## src/logic/ufc_pkg.sv

```systemverilog
// Constants for the serial port frame, baud and infrared configuration block
//**********************************************************************
//**********************************************************************
package ufc_pkg;
   // Register offsets
   localparam logic [3:0] OFF_CTRL_B = 4'h6;
   localparam logic [3:0] OFF_FRAME = 4'h7;
   localparam logic [3:0] OFF_BAUD_LO = 4'h8;
   localparam logic [3:0] OFF_BAUD_HI = 4'h9;
   localparam logic [3:0] OFF_WINDOW = 4'hA;
   localparam logic [3:0] OFF_DEBUG = 4'hB;
   localparam logic [3:0] OFF_EVENT = 4'hC;
   localparam logic [3:0] OFF_PULSE = 4'hD;
   // Field positions
   localparam int FC_MODE_LSB = 6;
   localparam int FC_PAR_LSB = 4;
   localparam int FC_STOP_BIT = 3;
   localparam int FC_ORDER_BIT = 2;
   localparam int FC_PHASE_BIT = 1;
   localparam int WIN_LSB = 6;
   // Reset values
   localparam logic [7:0] FRAME_RESET = 8'h03;
   localparam logic [15:0] BAUD_RESET = 16'h0000;
   localparam logic [7:0] PULSE_RESET = 8'h00;
   // Codes
   localparam logic [1:0] MODE_SPI = 2'h3;
   localparam logic [1:0] MODE_IR = 2'h2;
   localparam logic [7:0] PULSE_THREE_SIXTEENTHS = 8'h00;
   localparam logic [7:0] PULSE_PASS = 8'hFF;
   // Counts
   localparam logic [3:0] SAMPLES_LAST = 4'hF;
   localparam logic [7:0] IR_SHORT_SAMPLES = 8'h03;
   localparam logic [7:0] PAIR_NOMINAL = 8'h20;
   localparam logic [7:0] TOL_W0 = 8'h06;
   localparam logic [7:0] TOL_W1 = 8'h05;
   localparam logic [7:0] TOL_W2 = 8'h07;
   localparam logic [7:0] TOL_W3 = 8'h08;
endpackage

```

## src/logic/ufc_config.sv

```systemverilog
// Frame, baud, auto-baud window, debug and infrared configuration of a serial port
//
// Implementation choice: strobed register access.
`timescale 1ns/1ns
module ufc_config
(
   // Clock and reset
   input wire logic clock,
   input wire logic reset_n,
   // Register port
   input wire logic [3:0] reg_addr,
   input wire logic [7:0] reg_wdata,
   input wire logic reg_write,
   input wire logic reg_read,
   output logic [7:0] reg_rdata,
   // System state
   input wire logic cpu_debug_halted,
   input wire logic constrained_autobaud_mode,
   // Auto-baud measurement
   input wire logic sync_count_valid,
   input wire logic [7:0] sync_count,
   // Infrared paths
   input wire logic infrared_event_pin,
   input wire logic tx_serial_bit,
   output logic ir_tx_out,
   output logic ir_event_level,
   // Baud timing
   output logic baud_tick,
   output logic bit_tick,
   // Decoded configuration
   output logic multiproc_addressing_enable,
   output logic [1:0] comm_mode_select,
   output logic parity_enable,
   output logic parity_odd,
   output logic stop_bit_count,
   output logic [3:0] char_bits,
   output logic nine_bit_high_first,
   output logic shift_order,
   output logic sample_phase,
   output logic autobaud_checked,
   output logic autobaud_in_window,
   output logic port_halted
);

   //**********************************************************************
   // State
   //**********************************************************************
   typedef struct packed {
      logic mp_enable;
      logic [1:0] mode;
      logic [1:0] parity;
      logic stop2;
      logic [2:0] size_code;
      logic order;
      logic phase;
      logic [15:0] baud;
      logic [1:0] window;
      logic dbg_run;
      logic ev_disable;
      logic [7:0] pulse_len;
      logic [7:0] rdata;
      logic [15:0] presc;
      logic [3:0] sample;
      logic btick;
      logic bitt;
      logic ev_s1;
      logic ev_s2;
      logic ev_s3;
      logic ev_level;
      logic [7:0] ir_left;
      logic ir_in_samples;
      logic ir_out;
      logic ab_checked;
      logic ab_ok;
   } ufc_state_type;

   ufc_state_type state_ff;
   ufc_state_type nxt_state;
   logic halted;
   logic [7:0] tol;
   logic [7:0] frame_read;
   logic bit_start;

   //**********************************************************************
   // Combinational helpers
   //**********************************************************************
   // Halt only when the CPU sits in debug and run is not allowed
   assign halted = cpu_debug_halted & ~state_ff.dbg_run;

   // Tolerance of the auto-baud window
   always_comb
   begin
      unique case (state_ff.window)
         2'h0: tol = ufc_pkg::TOL_W0;
         2'h1: tol = ufc_pkg::TOL_W1;
         2'h2: tol = ufc_pkg::TOL_W2;
         2'h3: tol = ufc_pkg::TOL_W3;
      endcase
   end

   // Frame control read view depends on the stored mode
   always_comb
   begin
      if (state_ff.mode == ufc_pkg::MODE_SPI)
      begin
         frame_read = 8'h00;
         frame_read[ufc_pkg::FC_MODE_LSB +: 2] = state_ff.mode;
         frame_read[ufc_pkg::FC_ORDER_BIT] = state_ff.order;
         frame_read[ufc_pkg::FC_PHASE_BIT] = state_ff.phase;
      end
      else
      begin
         frame_read = {state_ff.mode, state_ff.parity, state_ff.stop2, state_ff.size_code};
      end
   end

   // A bit period begins on the sample tick that wraps the sample count
   assign bit_start = state_ff.btick && (state_ff.sample == 4'h0);

   //**********************************************************************
   // Next state
   //**********************************************************************
   always_comb
   begin
      nxt_state = state_ff;
      nxt_state.btick = 1'b0;
      nxt_state.bitt = 1'b0;
      nxt_state.ab_checked = 1'b0;

      // Register writes
      if (reg_write)
      begin
         unique case (reg_addr)
            ufc_pkg::OFF_CTRL_B: nxt_state.mp_enable = reg_wdata[0];
            ufc_pkg::OFF_FRAME:
            begin
               nxt_state.mode = reg_wdata[ufc_pkg::FC_MODE_LSB +: 2];
               if (reg_wdata[ufc_pkg::FC_MODE_LSB +: 2] == ufc_pkg::MODE_SPI)
               begin
                  // SPI layout: only mode, order and phase are stored
                  nxt_state.order = reg_wdata[ufc_pkg::FC_ORDER_BIT];
                  nxt_state.phase = reg_wdata[ufc_pkg::FC_PHASE_BIT];
               end
               else
               begin
                  // Normal layout comes back with whatever is written
                  nxt_state.parity = reg_wdata[ufc_pkg::FC_PAR_LSB +: 2];
                  nxt_state.stop2 = reg_wdata[ufc_pkg::FC_STOP_BIT];
                  nxt_state.size_code = reg_wdata[2:0];
                  nxt_state.order = 1'b0;
                  nxt_state.phase = 1'b0;
               end
            end
            ufc_pkg::OFF_BAUD_LO: nxt_state.baud[7:0] = reg_wdata;
            ufc_pkg::OFF_BAUD_HI: nxt_state.baud[15:8] = reg_wdata;
            ufc_pkg::OFF_WINDOW: nxt_state.window = reg_wdata[ufc_pkg::WIN_LSB +: 2];
            ufc_pkg::OFF_DEBUG: nxt_state.dbg_run = reg_wdata[0];
            ufc_pkg::OFF_EVENT: nxt_state.ev_disable = reg_wdata[0];
            ufc_pkg::OFF_PULSE: nxt_state.pulse_len = reg_wdata;
            default: ;
         endcase
      end

      // Register reads, answered in the next cycle; unmapped reads give zero
      nxt_state.rdata = 8'h00;
      if (reg_read)
      begin
         unique case (reg_addr)
            ufc_pkg::OFF_CTRL_B: nxt_state.rdata = {7'h00, state_ff.mp_enable};
            ufc_pkg::OFF_FRAME: nxt_state.rdata = frame_read;
            ufc_pkg::OFF_BAUD_LO: nxt_state.rdata = state_ff.baud[7:0];
            ufc_pkg::OFF_BAUD_HI: nxt_state.rdata = state_ff.baud[15:8];
            ufc_pkg::OFF_WINDOW: nxt_state.rdata = {state_ff.window, 6'h00};
            ufc_pkg::OFF_DEBUG: nxt_state.rdata = {7'h00, state_ff.dbg_run};
            ufc_pkg::OFF_EVENT: nxt_state.rdata = {7'h00, state_ff.ev_disable};
            ufc_pkg::OFF_PULSE: nxt_state.rdata = state_ff.pulse_len;
            default: nxt_state.rdata = 8'h00;
         endcase
      end

      // Baud prescaler; a divisor write wins over counting and may break a frame
      if (reg_write && (reg_addr == ufc_pkg::OFF_BAUD_LO))
      begin
         nxt_state.presc = {state_ff.baud[15:8], reg_wdata};
      end
      else if (reg_write && (reg_addr == ufc_pkg::OFF_BAUD_HI))
      begin
         nxt_state.presc = {reg_wdata, state_ff.baud[7:0]};
      end
      else if (!halted)
      begin
         if (state_ff.presc == 16'h0000)
         begin
            nxt_state.presc = state_ff.baud;
            nxt_state.btick = 1'b1;
            // Sixteen sample ticks make one bit
            nxt_state.sample = state_ff.sample + 4'h1;
            nxt_state.bitt = (state_ff.sample == ufc_pkg::SAMPLES_LAST);
         end
         else
         begin
            nxt_state.presc = state_ff.presc - 16'h0001;
         end
      end

      // Event pin synchroniser; the level moves only when stages two and three agree
      nxt_state.ev_s1 = infrared_event_pin;
      nxt_state.ev_s2 = state_ff.ev_s1;
      nxt_state.ev_s3 = state_ff.ev_s2;
      if (!state_ff.ev_disable && !halted && (state_ff.ev_s2 == state_ff.ev_s3))
      begin
         nxt_state.ev_level = state_ff.ev_s3;
      end

      // Auto-baud window check; without the constrained mode any count passes
      if (sync_count_valid && !halted)
      begin
         nxt_state.ab_checked = 1'b1;
         if (constrained_autobaud_mode)
         begin
            nxt_state.ab_ok = (sync_count >= (ufc_pkg::PAIR_NOMINAL - tol)) &&
                              (sync_count <= (ufc_pkg::PAIR_NOMINAL + tol));
         end
         else
         begin
            nxt_state.ab_ok = 1'b1;
         end
      end

      // Infrared transmit encoder: a zero bit sends a pulse, a one sends none
      if ((state_ff.mode != ufc_pkg::MODE_IR) || (state_ff.pulse_len == ufc_pkg::PULSE_PASS))
      begin
         nxt_state.ir_out = tx_serial_bit;
         nxt_state.ir_left = 8'h00;
         nxt_state.ir_in_samples = 1'b0;
      end
      else if (bit_start && !tx_serial_bit)
      begin
         // Pulse starts on the baud edge that opens the bit
         nxt_state.ir_out = 1'b1;
         if (state_ff.pulse_len == ufc_pkg::PULSE_THREE_SIXTEENTHS)
         begin
            nxt_state.ir_left = ufc_pkg::IR_SHORT_SAMPLES;
            nxt_state.ir_in_samples = 1'b1;
         end
         else
         begin
            nxt_state.ir_left = state_ff.pulse_len;
            nxt_state.ir_in_samples = 1'b0;
         end
      end
      else if (state_ff.ir_left != 8'h00)
      begin
         // Count clocks, or sample ticks in the 3/16 scheme
         if (!state_ff.ir_in_samples || state_ff.btick)
         begin
            nxt_state.ir_left = state_ff.ir_left - 8'h01;
            nxt_state.ir_out = (state_ff.ir_left != 8'h01);
         end
      end
      else
      begin
         nxt_state.ir_out = 1'b0;
      end
   end

   //**********************************************************************
   // State register
   //**********************************************************************
   always_ff @(posedge clock or negedge reset_n)
   begin
      if (!reset_n)
      begin
         state_ff <= '0;
         state_ff.mode <= ufc_pkg::FRAME_RESET[7:6];
         state_ff.parity <= ufc_pkg::FRAME_RESET[5:4];
         state_ff.stop2 <= ufc_pkg::FRAME_RESET[3];
         state_ff.size_code <= ufc_pkg::FRAME_RESET[2:0];
         state_ff.baud <= ufc_pkg::BAUD_RESET;
         state_ff.presc <= ufc_pkg::BAUD_RESET;
         state_ff.pulse_len <= ufc_pkg::PULSE_RESET;
      end
      else
      begin
         state_ff <= nxt_state;
      end
   end

   //**********************************************************************
   // Outputs
   //**********************************************************************
   // Reserved codes fall to the nearest safe setting: no parity, 8 bits
   assign parity_enable = state_ff.parity[1];
   assign parity_odd = state_ff.parity[1] & state_ff.parity[0];
   assign stop_bit_count = state_ff.stop2;
   assign nine_bit_high_first = (state_ff.size_code == 3'h7);
   always_comb
   begin
      unique case (state_ff.size_code)
         3'h0: char_bits = 4'h5;
         3'h1: char_bits = 4'h6;
         3'h2: char_bits = 4'h7;
         3'h6, 3'h7: char_bits = 4'h9;
         default: char_bits = 4'h8;
      endcase
   end
   // Plain register views
   assign reg_rdata = state_ff.rdata;
   assign multiproc_addressing_enable = state_ff.mp_enable;
   assign comm_mode_select = state_ff.mode;
   assign shift_order = state_ff.order;
   assign sample_phase = state_ff.phase;
   assign baud_tick = state_ff.btick;
   assign bit_tick = state_ff.bitt;
   assign ir_tx_out = state_ff.ir_out;
   assign ir_event_level = state_ff.ev_level;
   assign autobaud_checked = state_ff.ab_checked;
   assign autobaud_in_window = state_ff.ab_ok;
   assign port_halted = halted;
endmodule // ufc_config

```

## config.mk

```make
export PLATFORM = sky130hd
export DESIGN_NAME = ufc_config
export DESIGN_NICKNAME = d
export VERILOG_FILES = /design/src/logic/ufc_pkg.sv /design/src/logic/ufc_config.sv
export SDC_FILE = /design/constraint.sdc
export NUM_CORES = 1
export LEC_CHECK = 0
export ABC_AREA = 1
export CAP_MARGIN = 20
export CORE_ASPECT_RATIO = 0.75
export CORE_UTILIZATION = 64
export DETAILED_ROUTE_END_ITERATION = 7
export DONT_BUFFER_PORTS = 1
export PLACE_DENSITY_LB_ADDON = 0.08
export SLEW_MARGIN = 40
export SYNTH_ARGS = -nofsm -noshare
export SYNTH_HDL_FRONTEND = slang
export SYNTH_SLANG_ARGS = --single-unit
```

## constraint.sdc

```tcl
create_clock -name clock -period 2.7 [get_ports clock]
set_clock_uncertainty 0.2 [all_clocks]
set_input_delay 0.27 -clock clock [delete_from_list [all_inputs] [get_ports clock]]
set_output_delay 0.27 -clock clock [all_outputs]
set_load 0.1 [all_outputs]
```

# --- Word-level counts from Yosys, hierarchy flattened ---
# Index checks and enable logic that the tools add are counted.
totals:
  ff_bits: 85
  output_inout_bits: 28
  elab_cells: 124
  inputBits: 29
classes:
  n_reduce_logical: 35
  n_lt_le_gt_ge: 2
  n_mux: 24
  eq_ne: 24
  bitwise: 7
  addsub: 5
ops:
  columns: ["operator", "n"]
  rows:
  - ["$pmux W8 S8", 1]
  - ["$mux W16", 3]
  - ["$mux W8", 4]
  - ["$pmux W8 S4", 1]
  - ["$eq A4 B4 Y1 const B", 7]
  - ["$mux W22", 1]
  - ["$reduce_and A2 Y1", 9]
  - ["$logic_not A16 Y1", 1]
  - ["$pmux W4 S4", 1]
  - ["$sub A16 B1 Y16 const B", 1]
  - ["$mux W6", 2]
  - ["$mux W10", 1]
  - ["$mux W9", 1]
  - ["$add A6 B8 Y8 const A", 1]
  - ["$eq A2 B2 Y1 const B", 4]
  - ["$eq A4 B3 Y1 const B", 2]
  - ["$eq A8 B8 Y1 const B", 1]
  - ["$ge A8 B8 Y1", 1]
  - ["$le A8 B8 Y1", 1]
  - ["$logic_and A1 B1 Y1", 8]
  - ["$logic_not A8 Y1", 1]
  - ["$mux W2", 4]
  - ["$ne A8 B1 Y1 const B", 1]
  - ["$reduce_bool A8 Y1", 1]
  - ["other kinds (24)", 39]

# --- Longest topological paths before layout ---
# Gate-level depths: netlist of the first run.
logic_depth:
  word_depth: 7
  depth_mapped: 11
  depth_no_buf: 11

# --- Worst setup path before layout of the first run ---
# OpenSTA, ideal clock, no wires.
synth_path:
  path_type: "register -> output"
  from: "reg state_ff[78] (netlist bit)"
  to: "out char_bits[1]"
  path_stages_with_launch: 4
  t_required_ns: 2.230
  slack_ns: -2.248
  arrival_time_ns: 4.478
  n_path_buf: 0
  path_cell_list: "dfrtp_1 -> a21oi_1 -> inv_1 -> nor2_1"
synth_between:
  elab_chain_len: 3
  word_cells_on_any_way: 7
  classes_between: "4 x eq/ne; 1 x mux; 2 x reduce/logical"
synth_rtl:
  columns: ["item", "line", "rtl"]
  rows:
  - ["start, declared", "ufc_config.sv:77", "ufc_state_type state_ff;"]
  - ["start signal, assigned", "ufc_config.sv:285", "state_ff <= nxt_state;"]
  - ["$eq A3 B3 Y1", "ufc_config.sv:299", "unique case (state_ff.size_code)"]
  - ["$reduce_or A2 Y1", "ufc_config.sv:299", null]
  - ["$pmux W4 S4 *", "ufc_config.sv:299", null]
  - ["end, declared", "ufc_config.sv:36", "output logic [3:0] char_bits,"]
# Every way passes the cells marked *; elsewhere a longest branch is shown, timed or not.

# --- Final worst setup path of the first run ---
layout_path:
  from: "reg state_ff[56] (netlist bit)"
  to: "reg state_ff, in the netlist autobaud_in_window"
layout_between:
  elab_chain_len: 6
  word_cells_on_any_way: 11
  classes_between: "2 x add/sub; 2 x order compare; 3 x eq/ne; 2 x mux; 2 x reduce/logical"
layout_rtl:
  columns: ["item", "line", "rtl"]
  rows:
  - ["$eq A2 B2 Y1 (tied with other cells)", "ufc_config.sv:93", "unique case (state_ff.window)"]
  - ["$pmux W8 S4 *", "ufc_config.sv:93", null]
  - ["$sub A6 B8 Y8 / $add A6 B8 Y8 (equally long branches)", "ufc_config.sv:221, ufc_config.sv:222", null]
  - ["$ge A8 B8 Y1 / $le A8 B8 Y1 (equally long branches)", "ufc_config.sv:221, ufc_config.sv:222", null]
  - ["$logic_and A1 B1 Y1 *", "ufc_config.sv:221", "nxt_state.ab_ok = (sync_count >= (ufc_pkg::PAIR_NOMINAL - tol)) &&"]
  - ["$mux W1 *", "ufc_config.sv:219", "if (constrained_autobaud_mode)"]
# Every way passes the cells marked *; elsewhere a longest branch is shown, timed or not. The select of a mux whose other input is x is not followed.
# A chain may end at the register's enable or synchronous reset.

==> summary.txt, run 1 <==
Ys Warns: 0
final hold slack: -10.75 ps
Layout Nets: 785
DR iter-0 viols: 420
initial antenna violation count: 0
1st-pass router iterations: 5
Seq/Total Area, Yosys: 0.4029
crit start category: register
crit share post-route: 0.8173
crit path time final: 2207 ps
CTS clk-pin slew, worst paths: 90 ps
number of enable flip-flop cells after synthesis: 0
Mean Syn Cell Area: 7.412 um2
power density cells: 963.3 nW/um2
number of synthesized register bits: 85
Hold Buf Count CTS: 18
Top FF cell, synth: dfrtp_1
port bufs: 0
LEAKAGE: 3.002 nW
clock tree buffer depth: 2
outcome: finished, violations left
fmax: 0.4532 GHz
H-tree levels: 3
vias: 4849
Area contributors post-synth: dfrtp_1 39%, nand2_1 14%, inv_1 7.2%
switch share: 0.4699
CTS tree: done
Overall Global Routing Usage: 0.3483
first-pass GRT wire length: 22.74 mm
crit end category: register
worst path arrival time: 2310 ps
most common cell in the netlist: nand2_1
number of buffers created by CTS: 9
CP Max Fanout: 6
Setup violations, final: 0
syn nets: 760
Syn Std Cell Area: 5285 um2
Seq pwr share: 0.363
Peak VDD IR: 796.1 uV
Die X: 106.9 um
area leader, netlist: dfrtp_1
# clock sinks: 85
filler cell count: 627
RSZ-0062 raised after global routing: no
antenna diode count: 0
Die ar.: 8629 um2
Multi-input gate area: 2644 um2
buffer count from post-CTS setup fixing: 0
drt total wl: 13.78 mm
number of global-route vias before repair: 4470
final hold violations: 1
largest net degree at the start of global routing: 86
Pint: 3.003 mW
setup ws final: 493.3 ps
Post-Syn Instances: 713
post-synth top area share: 0.3930
Yosys cell types: 38
Post-synth ARST share: 1.000
drt wl/cell: 16.25 um
Post-route DRC: 0
# Max-Cap Violations: 0
worst skew pair latency: 370 ps
Slew @ Worst Pin: 883.7 ps
cts repair resizes: 0
Hold Path Class: input port to register
critical path type: register to register
violated checks: negative hold slack
Std-Cell Rows: 28
core box area: 7953 um2
boundary pin count: 57
Die Ht: 80.70 um
Root Buffer: clkbuf_8
Area growth syn-to-layout: 11.27%
total gr overflow: 0
Tot Pwr: 5.665 mW
layout cells sized above 1: 0.1184
commonest cells in the netlist: 199 x nand2_1, 101 x inv_1, 83 x dfrtp_1
Worst Path Required: 2800 ps
Psw: 2.662 mW
Final Slew Violations: 0
slew margin rel.: 0.4112
FF/Latch Area: 2132 um2
Place WS: 544.8 ps
DRT antenna net count: 0
Initial Util: 0.6646
combinational power share: 0.449
clock power share: 0.188
post-DP HPWL: 9.984 mm
routed vias/inst: 5.718
gp weighted congestion: 1.004
-- power by group through the flow --
| stage | Sequential [mW] | Clock, mW | Combinational (mW) |
|---|---|---|---|
| after floorplan | 2.11 | 0 | 1.87 |
| after global placement | 2.05 | 0 | 2.39 |
| after detailed placement | 2.06 | 0 | 2.45 |
| after CTS | 2.04 | 1.06 | 2.52 |
| after global routing | 2.10 | 1.11 | 2.85 |
| final | 2.06 | 1.06 | 2.55 |
-- per-layer routing --
layer,vias up,part of all wire,GRT usage
met1,2274,0.47,0.5005
li1,2340,-,-
met4,0,0.013,0.08219
met3,16,0.089,0.07711
met5,-,0,0
met2,219,0.43,0.5381
-- layout by cell type, fill, tap and decap left out, types with 5 or more instances in the layout --
| cell | Yosys | layout |
|---|---|---|
| nand2_1 | 199 | 199 |
| inv_1 | 101 | 101 |
| dfrtp_1 | 83 | 81 |
| nand3_1 | 59 | 59 |
| o21ai_0 | 59 | 58 |
| nor2_1 | 45 | 43 |
| a21oi_1 | 25 | 24 |
| ha_1 | 18 | 18 |
| dlygate4sd3_1 | 0 | 17 |
| buf_4 | 13 | 16 |
| o22ai_1 | 13 | 13 |
| clkbuf_8 | 0 | 11 |
| nor3_1 | 10 | 10 |
| nor2_2 | 7 | 8 |
| nand4_1 | 8 | 8 |
| nor2_4 | 6 | 7 |
| o21ai_2 | 6 | 7 |
| inv_2 | 6 | 6 |
| nand2_2 | 5 | 5 |
| o21ai_1 | 5 | 5 |
| xor2_1 | 5 | 5 |
-- cell type report --
class	instances	area share
Sequential cell	85	0.3626
Clock inverter	5	0.01404
Tap cell	105	0.02234
Inverter	107	0.06830
Multi-Input combinational cell	500	0.4496
Timing Repair Buffer	35	0.05745
Clock buffer	11	0.02574
-- cell families after synthesis --
family	after synthesis	share of synthesized area
adders and majority gates	18	0.04261
AOI/OAI and AO/OA	119	0.1255
DFF	85	0.4029
and+or+nand+nor	357	0.3175
buffers and inverters	128	0.1016
xor gates and xnor gates	6	0.009943
-- worst paths after layout --
kind	from	endpoint	slack (ps)	cells past startpoint
max reg2reg	state_ff[56]	autobaud_in_window	490	11
min	reg_wdata[0]	state_ff[76]	-10	2
min in group asynchronous	reset_n	state_ff[6]	270	2
max	state_ff[56]	autobaud_in_window	490	11
max in group asynchronous	reset_n	state_ff[76]	1670	2
min reg2reg	nxt_state[14]	nxt_state[13]	160	0
-- critical path, cell delays in order (launching register included) --
cell	delay, ps
dfrtp_1	460
inv_1	90
ha_1	350
inv_1	70
nand2_1	50
ha_1	300
nand2_1	60
nor2_1	160
nand4_1	110
nand3_1	100
nand2_1	70
a21oi_1	110
-- sequential cells by signal, summed over array words and instances (netlist names), 2 cells and up --
register / count
state_ff: 62
nxt_state: 2
reg_rdata: 8
comm_mode_select: 2
-- through the flow --
step	hold slack (ps)	util	TNS, ps	cell area [um2]	cells
floorplan	-225.6	-	-64.29	5304	713
global placement	-224.1	0.6849	0	5446	814
detailed placement	-224.1	0.6849	0	5446	814
CTS	1.075	0.7391	0	5878	848
global route	12.70	0.7395	0	5881	848
finish	-10.75	0.7395	0	5881	848
(Power assumes the default switching activity.)
==> inputs of run 2 (changes only) <==
- clock period: 2.7 -> 2.3 ns (I/O delays scaled with it)
==> run 2 against run 1 <==
Effect of this change:
- the run still ends with negative hold slack left
- power rose by 16%
- non-clock buffer count up 16
- setup slack got worse by 300 ps
- sequential power up 12%
- sequential cell count did not move
- sequential share of layout area fell by 0.66 points
- largest cell class unchanged
- largest power group unchanged
==> summary.txt, run 2 (synthesis results as in run 1) <==
DRT antenna net count: 0
post-DP HPWL: 10.21 mm
Post-route DRC: 0
# Max-Cap Violations: 0
Die X: 106.9 um
worst path arrival time: 2170 ps
CTS tree: done
M3 GR Usage: 0.08360
Hold Buf Count CTS: 20
Reg-to-Reg Start: state_ff[22]
Std-Cell Rows: 28
critical path type: register to register
drt total wl: 13.76 mm
Place WS: 202.9 ps
Area growth syn-to-layout: 13.21%
filler cell count: 594
vias: 4873
slew margin rel.: 0.7212
H-tree levels: 3
outcome: finished, violations left
number of buffers created by CTS: 9
initial antenna violation count: 0
Worst Path Required: 2370 ps
drt wl/cell: 15.93 um
dpl cells: 828
Worst Setup SP: state_ff[22]
clock tree buffer depth: 2
crit start category: register
Die Ht: 80.70 um
final hold slack: -656.8 ps
boundary pin count: 57
Finished Layout Cells: 864
CP Max Fanout: 14
routed vias/inst: 5.640
Setup violations, final: 0
Root Buffer: clkbuf_8
Peak VDD IR: 914.9 uV
crit share post-route: 0.9138
number of global-route vias before repair: 4475
crit end category: register
grt met2 use: 0.5052
layout cells sized above 1: 0.1304
final hold violations: 85
Top reg by flops: state_ff
Die ar.: 8629 um2
buffer count from post-CTS setup fixing: 0
Final Slew Violations: 0
antenna diode count: 0
DR iter-0 viols: 322
violated checks: negative hold slack
power density cells: 1094 nW/um2
setup ws final: 198.2 ps
most frequent cells in the layout: 199 x nand2_1, 101 x inv_1, 83 x dfrtp_1
worst skew pair latency: 370 ps
Largest register FFs: 62
gp weighted congestion: 0.9928
met1 GRT Util: 0.4958
first-pass GRT wire length: 22.47 mm
CTS clk-pin slew, worst paths: 90 ps
Layout Nets: 801
Hold Path Class: input port to async pin
total gr overflow: 0
Tot Pwr: 6.548 mW
largest net degree at the start of global routing: 86
crit path time final: 2102 ps
cts repair resizes: 0
LEAKAGE: 3.068 nW
GR peak layer: met2
fmax: 0.4758 GHz
# clock sinks: 85
1st-pass router iterations: 5
setup total negative slack: 0 ps
Overall Global Routing Usage: 0.3445
Slew @ Worst Pin: 417.3 ps
port bufs: 0
RSZ-0062 raised after global routing: no
Initial Util: 0.6646
commonest non-fill, non-tap cell in the layout: nand2_1
core box area: 7953 um2
[run 2: final timing paths]
| kind | to | cells after the start | slack, ps |
|---|---|---|---|
| setup / recovery | state_ff[20] | 9 | 200 |
| hold / removal | state_ff[7] | 0 | -660 |
| setup reg to reg | state_ff[20] | 9 | 200 |
| hold reg to reg | nxt_state[13] | 0 | 170 |
| max in group asynchronous | state_ff[77] | 0 | 2340 |
| min in group clock | autobaud_checked | 3 | 10 |
[run 2: critical path, stage by stage, from the launching register on]
cell and delay (ps):
dfrtp_1 410, inv_1 130, ha_1 190, nand3_1 200, nor2_8 180, nand2_4 140
nor3_4 290, nand2_2 100, nor2_1 100, nor2_1 50
[run 2: area by class of cell]
class                      count  area [um2]  area share
multi-input combinational    500        2644      0.4419
sequential                    85        2130      0.3559
timing repair buffer          51       470.5     0.07863
inverter                     107       401.6     0.06713
clock buffer                  10       137.6     0.02300
tap                          105       131.4     0.02196
clock inverter                 6       68.82     0.01150
[run 2: where the power goes]
part	leakage, nW	internal (mW)	total, mW	switching [mW]
sequential	1.08	1.88	2.31	0.427
combinational	1.89	0.993	3.11	2.11
clock	0.104	0.541	1.13	0.589
total	3.07	3.42	6.55	3.13
[run 2: stage by stage]
stage	util	instance area, um2
floorplan	-	5304
global placement	0.7012	5577
detailed placement	0.7012	5577
CTS	0.7524	5983
global route	0.7524	5983
finish	0.7524	5983
[run 2: routing by layer]
layer  share of wire  wire length, um
met2            0.43             5885
met3           0.088             1207
met5               0                0
met1            0.47             6410
met4           0.019              258
